[src/shared/sct_params.svh]
// Purpose: Offsets, field positions, reset values and counts for sct.
// Assumes: Byte-wide registers on a plain strobe port.
// Notes:   Definitions only.
`ifndef SCT_PARAMS_SVH
`define SCT_PARAMS_SVH
`define SCT_ADDR_TRIM        4'h0
`define SCT_ADDR_DIVCTL      4'h1
`define SCT_ADDR_ASYNC       4'h2
`define SCT_ADDR_STATUS      4'h3
`define SCT_UNLOCK_BIT       7
`define SCT_ASYNC_EN_BIT     0
`define SCT_ASYNC_EXTERNAL_CLOCK_SELECT_BIT       1
`define SCT_SEL_RST_NOFUSE   4'h0
`define SCT_SEL_RST_FUSE     4'h3
`define SCT_SEL_MAX          4'h8
`define SCT_LIMIT_MAX        8'hff
`define SCT_UNLOCK_CYCLES    3'h4
`define SCT_UNLOCK_VALUE     8'h80
`define SCT_CLK_PERIOD_NS    100
`endif

[src/shared/sct_pkg.sv]
// Purpose: Types shared by the clock control block.
// Assumes: Constants come from sct_params.svh.
// Notes:   None.
`default_nettype none
package sct_pkg;
  typedef struct packed {
    logic [3:0] addr;
    logic [7:0] wdata;
    logic       wr;
    logic       rd;
  } sct_bus_s;
  typedef struct packed {
    logic cpu;
    logic flash;
    logic io;
    logic adc;
  } sct_domain_en_s;
  typedef enum logic {
    SCT_LOCKED = 1'b0,
    SCT_OPEN   = 1'b1
  } sct_unlock_e;
endpackage
`default_nettype wire

[src/core/sct_divider.sv]
// Purpose: Prescaler counter giving one enable pulse per divided period.
// Assumes: Runs on the undivided source clock.
// Notes:   New factors are taken only at a period boundary.
`timescale 1ns/1ps
`default_nettype none
`include "sct_params.svh"
module sct_divider #(
  parameter int CNT_W = 8
) (
  input  wire logic             clk,
  input  wire logic             srst,
  input  wire logic [3:0]       sel,
  output logic                  tick,
  output logic [CNT_W-1:0]      limit
);
  logic [CNT_W-1:0] cnt_reg;
  logic [CNT_W-1:0] limit_reg;
  logic [CNT_W-1:0] limit_next;
  logic [CNT_W-1:0] gap_reg;
  logic [CNT_W-1:0] lim_prev_reg;
  logic             seen_reg;

  // Factor is two to the power of the select; reserved codes give 256.
  always_comb begin
    if (sel > `SCT_SEL_MAX) begin
      limit_next = CNT_W'(`SCT_LIMIT_MAX);
    end else begin
      limit_next = CNT_W'((9'h001 << sel) - 9'h001);
    end
  end

  assign tick  = (cnt_reg == limit_reg);
  assign limit = limit_reg;

  // Count wraps at the limit; the limit only changes at the wrap.
  always_ff @(posedge clk) begin
    if (srst) begin
      cnt_reg   <= '0;
      limit_reg <= limit_next;
    end else if (tick) begin
      cnt_reg   <= '0;
      limit_reg <= limit_next;
    end else begin
      cnt_reg <= cnt_reg + 1'b1;
    end
  end

  // Helper state for the checks below.
  always_ff @(posedge clk) begin
    if (srst) begin
      gap_reg      <= '0;
      lim_prev_reg <= '0;
      seen_reg     <= 1'b0;
    end else if (tick) begin
      gap_reg      <= '0;
      lim_prev_reg <= limit_next;
      seen_reg     <= 1'b1;
    end else begin
      gap_reg <= gap_reg + 1'b1;
    end
  end
endmodule // sct_divider
`default_nettype wire

[src/core/sct_clock_ctrl.sv]
// Purpose: System clock prescaler, RC trim and timer oscillator control.
// Assumes: MCLK is the undivided source clock at 10 MHz; pins are static.
// Notes:   Divided clocks leave as per-cycle enables to gate MCLK.
// Functional notes
// - Timer oscillator on shared pins only while RC oscillator is source.
// - External clock select lets timer input pin take an external clock.
// - Clock output fuse drives clock pin, also in reset, overriding I/O.
// - Clock output carries the divided clock when the prescaler divides.
// - CPU, flash, I/O and ADC enables share one divided tick.
// - Factor change makes no glitch and no faster intermediate period.
// - New factor takes effect after old period plus one or two new; the divider loads it at the next tick, within one old period.
// - Prescaler counts at source rate; its count is never readable.
// - Unlock bit updates only when all other divider bits are zero.
// - Unlock clears four cycles after set or on a select write.
// - Rewriting unlock during the window neither extends nor clears it.
// - Select encodes divide by two to its power, one up to 256.
// - Reset loads select 0 or 3 from the divide-by-eight fuse.
// - Unlocked writes may set any select regardless of the fuse.
// - Reset loads factory trim value; software writes retune oscillator.
// - Top trim bit picks low or high, overlapping, range.
// - Lower seven trim bits tune within the range, low to high.
`timescale 1ns/1ps
`default_nettype none
`include "sct_params.svh"
module sct_clock_ctrl #(
  parameter int CNT_W = 8
) (
  input  wire logic                    MCLK,
  input  wire logic                    SRST,
  input  wire sct_pkg::sct_bus_s       BUS,
  output logic [7:0]                   RDATA,
  input  wire logic                    CLOCK_OUTPUT_FUSE,
  input  wire logic                    INITIAL_DIVIDE_BY_EIGHT_FUSE,
  input  wire logic                    RC_SOURCE_SELECTED,
  input  wire logic [7:0]              FACTORY_TRIM,
  output sct_pkg::sct_domain_en_s      DOMAIN_CLK_EN,
  output logic                         CLOCK_OUTPUT_PIN_GATE,
  output logic                         CLOCK_OUTPUT_PIN_OE,
  output logic                         TRIM_RANGE_BIT,
  output logic [6:0]                   TRIM_FINE_FIELD,
  output logic                         TIMER_OSC_ENABLE,
  output logic                         TIMER_OSC_EXT_CLOCK
);
  import sct_pkg::*;

  logic [1:0]       clock_output_fuse_sync;
  logic [1:0]       div8_sync;
  logic [1:0]       rcsel_sync;
  logic [7:0]       trim_meta;
  logic [7:0]       trim_sync;
  logic             clock_output_fuse_s;
  logic             div8_s;
  logic             rcsel_s;

  logic [7:0]       trim_reg;
  logic [3:0]       sel_reg;
  sct_unlock_e      unlock_reg;
  logic [2:0]       unlock_cnt_reg;
  logic [2:0]       open_len_reg;
  logic             async_en_reg;
  logic             async_external_clock_select_reg;
  logic [7:0]       rdata_reg;

  logic             wr_div;
  logic             clean_unlock;
  logic             sel_write;
  logic             tick;
  logic [CNT_W-1:0] limit;

  // Two-stage synchronisers; left unreset so straps settle during reset.
  always_ff @(posedge MCLK) begin
    clock_output_fuse_sync <= {clock_output_fuse_sync[0], CLOCK_OUTPUT_FUSE};
    div8_sync  <= {div8_sync[0], INITIAL_DIVIDE_BY_EIGHT_FUSE};
    rcsel_sync <= {rcsel_sync[0], RC_SOURCE_SELECTED};
    trim_meta  <= FACTORY_TRIM;
    trim_sync  <= trim_meta;
  end
  assign clock_output_fuse_s = clock_output_fuse_sync[1];
  assign div8_s  = div8_sync[1];
  assign rcsel_s = rcsel_sync[1];

  assign wr_div       = BUS.wr && (BUS.addr == `SCT_ADDR_DIVCTL);
  assign clean_unlock = wr_div && (BUS.wdata == `SCT_UNLOCK_VALUE);
  assign sel_write    = wr_div && !BUS.wdata[`SCT_UNLOCK_BIT] &&
                        (unlock_reg == SCT_OPEN);

  // Oscillator trim: factory value in reset, software value after.
  always_ff @(posedge MCLK) begin
    if (SRST) begin
      trim_reg <= trim_sync;
    end else if (BUS.wr && BUS.addr == `SCT_ADDR_TRIM) begin
      trim_reg <= BUS.wdata;
    end
  end
  assign TRIM_RANGE_BIT  = trim_reg[7];
  assign TRIM_FINE_FIELD = trim_reg[6:0];

  // Divider select, reset value from the fuse, changed only when unlocked.
  always_ff @(posedge MCLK) begin
    if (SRST) begin
      sel_reg <= div8_s ? `SCT_SEL_RST_FUSE : `SCT_SEL_RST_NOFUSE;
    end else if (sel_write) begin
      sel_reg <= BUS.wdata[3:0];
    end
  end

  // Unlock window: opened by a clean write, closed by timeout or select.
  always_ff @(posedge MCLK) begin
    if (SRST) begin
      unlock_reg     <= SCT_LOCKED;
      unlock_cnt_reg <= 3'h0;
    end else begin
      case (unlock_reg)
        SCT_LOCKED: begin
          if (clean_unlock) begin
            unlock_reg     <= SCT_OPEN;
            unlock_cnt_reg <= `SCT_UNLOCK_CYCLES;
          end
        end
        SCT_OPEN: begin
          if (sel_write || unlock_cnt_reg == 3'h1) begin
            unlock_reg     <= SCT_LOCKED;
            unlock_cnt_reg <= 3'h0;
          end else begin
            unlock_cnt_reg <= unlock_cnt_reg - 3'h1;
          end
        end
        default: begin
          unlock_reg     <= SCT_LOCKED;
          unlock_cnt_reg <= 3'h0;
        end
      endcase
    end
  end

  // Asynchronous timer control bits.
  always_ff @(posedge MCLK) begin
    if (SRST) begin
      async_en_reg <= 1'b0;
      async_external_clock_select_reg   <= 1'b0;
    end else if (BUS.wr && BUS.addr == `SCT_ADDR_ASYNC) begin
      async_en_reg <= BUS.wdata[`SCT_ASYNC_EN_BIT];
      async_external_clock_select_reg   <= BUS.wdata[`SCT_ASYNC_EXTERNAL_CLOCK_SELECT_BIT];
    end
  end
  assign TIMER_OSC_ENABLE    = async_en_reg && rcsel_s;
  assign TIMER_OSC_EXT_CLOCK = TIMER_OSC_ENABLE && async_external_clock_select_reg;

  sct_divider #(
    .CNT_W (CNT_W)
  ) u_divider (
    .clk   (MCLK),
    .srst  (SRST),
    .sel   (sel_reg),
    .tick  (tick),
    .limit (limit)
  );

  // All synchronous domains run from the same divided tick.
  always_comb begin
    DOMAIN_CLK_EN.cpu   = tick;
    DOMAIN_CLK_EN.flash = tick;
    DOMAIN_CLK_EN.io    = tick;
    DOMAIN_CLK_EN.adc   = tick;
  end

  // Clock pin: undivided source in reset, divided clock afterwards.
  assign CLOCK_OUTPUT_PIN_OE   = clock_output_fuse_s;
  assign CLOCK_OUTPUT_PIN_GATE = clock_output_fuse_s && (SRST || tick);

  // Read port; the prescaler count itself is not mapped.
  always_ff @(posedge MCLK) begin
    if (SRST) begin
      rdata_reg <= 8'h00;
    end else if (BUS.rd) begin
      if (BUS.addr == `SCT_ADDR_TRIM) begin
        rdata_reg <= trim_reg;
      end else if (BUS.addr == `SCT_ADDR_DIVCTL) begin
        rdata_reg <= {unlock_reg == SCT_OPEN, 3'h0, sel_reg};
      end else if (BUS.addr == `SCT_ADDR_ASYNC) begin
        rdata_reg <= {6'h00, async_external_clock_select_reg, async_en_reg};
      end else if (BUS.addr == `SCT_ADDR_STATUS) begin
        rdata_reg <= {4'h0, rcsel_s, TIMER_OSC_EXT_CLOCK,
                      TIMER_OSC_ENABLE, clock_output_fuse_s};
      end else begin
        rdata_reg <= 8'h00;
      end
    end else begin
      rdata_reg <= 8'h00;
    end
  end
  assign RDATA = rdata_reg;

  // Length of the current unlock window, for the check below.
  always_ff @(posedge MCLK) begin
    if (SRST) begin
      open_len_reg <= 3'h0;
    end else if (unlock_reg == SCT_OPEN) begin
      open_len_reg <= open_len_reg + 3'h1;
    end else begin
      open_len_reg <= 3'h0;
    end
  end
endmodule // sct_clock_ctrl
`default_nettype wire

[config.mk]
export PLATFORM = sky130hd
export DESIGN_NAME = sct_clock_ctrl
export DESIGN_NICKNAME = d
export VERILOG_FILES = /design/src/shared/sct_pkg.sv /design/src/core/sct_divider.sv /design/src/core/sct_clock_ctrl.sv
export VERILOG_INCLUDE_DIRS = /design/src /design/src/shared
export SDC_FILE = /design/constraint.sdc
export NUM_CORES = 1
export LEC_CHECK = 0
export BUFFER_PORTS_ARGS = -buffer_cell sky130_fd_sc_hd__clkbuf_2
export CORE_ASPECT_RATIO = 1.5
export CORE_MARGIN = 5
export CORE_UTILIZATION = 28
export DETAILED_ROUTE_END_ITERATION = 10
export HOLD_SLACK_MARGIN = 0.12
export PLACE_DENSITY_LB_ADDON = 0.08
export SLEW_MARGIN = 25
export SYNTH_ARGS = -nofsm -noshare
export SYNTH_HDL_FRONTEND = slang
export SYNTH_HIERARCHICAL = 1
export SYNTH_SLANG_ARGS = --single-unit
[constraint.sdc]
create_clock -name MCLK -period 2.5 [get_ports MCLK]
set_input_delay 0.25 -clock MCLK [delete_from_list [all_inputs] [get_ports MCLK]]
set_output_delay 0.25 -clock MCLK [all_outputs]
set_load 0.02 [all_outputs]
==> out/metrics.json <==
{
  "run_status": "finished, final reports clean",
  "worst_clock_skew_ns": 0.00752,
  "vertical_die_dimension_um": 127,
  "timing_worst_slew_pin_value_ns": 0.601,
  "slew_violations": 0,
  "clkSlewWorstSetupHoldPaths_ns": 0.05,
  "core.rowCount": 42,
  "async_reset_ff_share_pct": 0,
  "antenna_cells_inserted": 0,
  "drive_above_1_share_pct": 31.8,
  "global_route_wire_length_before_repair_mm": 9.54,
  "setup-tns-final_ns": 0,
  "sequential_cell_area_mm2": 0.00148,
  "multi_input_comb_area_um2": 947,
  "static-leakage-power_uw": 0.00135,
  "timing.max_cap.violations": 0,
  "drtIter0Drc": 74,
  "synth_compound_area_share_pct": 10.0,
  "finalHoldViolations": 0,
  "drt-vias-per-instance": 4.49,
  "first_global_vias": 1906,
  "drt_drc_violations_left": 0,
  "die_area_mm2": 0.0111,
  "fin_crit_sh_pct": 86.4,
  "grt_setup_unrepaired": "no",
  "max_freq_ghz": 0.463,
  "worstSetupStartpointType": "flop",
  "most_frequent_cells_in_the_layout": "sky130_fd_sc_hd__clkbuf_2 (50), sky130_fd_sc_hd__dfxtp_1 (44), sky130_fd_sc_hd__edfxtp_1 (20)",
  "worst_hold_path_type": "in -> reg",
  "port_buffers": 50,
  "synth_top_family_by_area": "simple AND/OR/NAND/NOR gates",
  "finalWirelength_mm": 5.80,
  "globalplace.congestion": 0.779,
  "critPathKind": "reg -> out",
  "netlist_area_mm2": 0.00254,
  "synth_edf_count": 20,
  "timing.final.crit_period_ns": 2.16,
  "groute.usage.overall_pct": 11.3,
  "num-nets-final": 309,
  "cts-root-buf": "sky130_fd_sc_hd__clkbuf_16",
  "netlist_instances": 210,
  "cts-hold-fix-buffers": 11,
  "fillCellCount": 895,
  "worst_slew_margin_rel_pct": 59.5,
  "pin_count_of_the_biggest_net_entering_global_routing": 17,
  "synth_xor_xnor_area_share_pct": 4.14,
  "horizontal_die_dimension_um": 87.7,
  "antenna_found_initial": 0,
  "core_box_area_mm2": 0.00883,
  "cp-end-kind": "output pin",
  "post_synth_adder_cell_area_pct": 1.97,
  "area_growth_syn_to_layout_pct": 30.5,
  "cts_buffer_depth": 2,
  "detailedRoute.firstPassIterationCount": 6,
  "synth.area.mux_share_pct": 4.74,
  "post_cts.resized_instances": 0,
  "antenna_left": 0,
  "post-route-worst-setup-slack_ns": 0.340,
  "synthesis.area_per_instance_um2": 12.1,
  "clock_tree.htree_level_count": 3,
  "critical-path-max-stage-delay_ns": 0.45,
  "synth.yosys.seq_area_share_pct": 58.4,
  "yosys_most_used_dff": "sky130_fd_sc_hd__dfxtp_1",
  "grt.overflow.total": 0,
  "clock_tree_from_tritoncts": "built",
  "synthSimpleGateAreaFrac_pct": 16.5,
  "layout_commonest_cell": "sky130_fd_sc_hd__clkbuf_2",
  "cellPowerDensity_mw_per_mm2": 770,
  "synthesis.nets": 241,
  "count_of_endpoints_failing_setup_in_the_final_report": 0,
  "routed-via-count": 1763,
  "cts_made_buffers": 9,
  "synth-warning-count": 6,
  "crit_slowest_cell": "sky130_fd_sc_hd__dfxtp_1",
  "post_cts.repair.setup_buffers": 0,
  "timing.critical_path.arrival_ns": 1.91,
  "routed_wire_length_per_instance_um": 14.7,
  "power.ir.vdd_worst_mv": 0.403,
  "preCtsSetupSlack_ns": 0.367,
  "required_ns": 2.25,
  "cp_cell_instances": "xor2_1 > nor4_4 > and2_1 > o21a_1 > clkbuf_2",
  "cts.sink_count": 64,
  "detailedPlacementHpwl_mm": 4.50,
  "insertion_delay_ns": 0.32,
  "starting_utilization_of_the_core_area_pct": 28.7,
  "ys_seq_elements": 64,
  "top_level_ports": 51,
  "number_of_distinct_standard_cells_referenced_by_the_synthesized_netlist": 48,
  "cp_max_fo": 5
}
## layer usage
metal  track usage [%]  vias to the layer above  routed length, um
met4              6.87                        0                215
met3              2.86                       15                220
met1              11.7                      806               2210
li1                  -                      897                  -
met2              20.0                       45               3150
met5                 0                        -                  0
## layout make-up
type                       count  area share (%)
tap                          110            4.16
clock buffer                  10            6.92
timing repair buffer          70            12.9
inverter                       7           0.794
multi-input combinational    126            28.6
clock inverter                 6            1.85
sequential                    64            44.7
## worst max-delay path: cells and delay by family, from the launching register on
family                 cells  cell delay, ns
XOR/XNOR                   1            0.14
AND/OR/NAND/NOR            2            0.70
AO/OA/AOI/OAI              1            0.13
buffers and inverters      1            0.16
flip-flops                 1            0.45
## worst paths after layout
check | from | to | slack, ns | cells after the start
worst max-delay path | u_divider/cnt_reg[3]$_SDFF_PP0_ | CLOCK_OUTPUT_PIN_GATE | 0.34 | 5
worst min-delay path | BUS[3] | async_external_clock_select_reg$_SDFFE_PP0P_ | 0.21 | 3
worst max register to register | sel_reg[3]$_SDFFCE_PP0P_ | u_divider/limit[6]$_SDFFCE_PN1P_ | 0.36 | 6
worst min register to register | div8_sync[0]$_DFF_P_ | div8_sync[1]$_DFF_P_ | 0.32 | 0
## report_power, final
part           switching [uW]  internal (uW)  total (uW)  leakage [uW]
logic                     103           88.1         192      0.000649
registers                28.1           1130        1150      0.000557
clock network             439            767        1210      0.000142
total                     570           1980        2550       0.00135
## synthesized netlist by cell type, drive strengths merged, types with 5 or more instances
master | n | area share, %
a211oi | 5 | 1.5
a21oi | 7 | 1.4
and2 | 5 | 1.2
buf | 10 | 2.8
dfxtp | 44 | 35
edfxtp | 20 | 24
inv | 7 | 1.0
nand2 | 15 | 2.2
nand3 | 7 | 1.4
nor2b | 5 | 1.2
o21ai | 7 | 1.4
or3 | 6 | 1.5
xor2 | 10 | 3.5
## cells by family (layout without fill, tap and decap cells)
logic type      after synthesis  after routing
fa+ha+maj                     4              4
simple gates                 65             65
mux                           9              9
flops                        64             64
buf+inv                      20             93
compound gates               36             36
xor+xnor                     12             12
## through the flow
stage | util, % | power, uW | hold slack [ns] | instances | area, um2
2_1_floorplan | - | 1280 | 0.278 | 210 | 2540
3_3_place_gp | 33.0 | 1360 | 0.310 | 366 | 2910
3_5_place_dp | 33.0 | 1360 | 0.312 | 366 | 2910
4_1_cts | 37.5 | 2590 | 0.205 | 393 | 3310
5_1_grt | 37.5 | 2650 | 0.238 | 393 | 3310
6_report | 37.5 | 2550 | 0.213 | 393 | 3310
No activity file was read; power rests on OpenSTA's default activity.
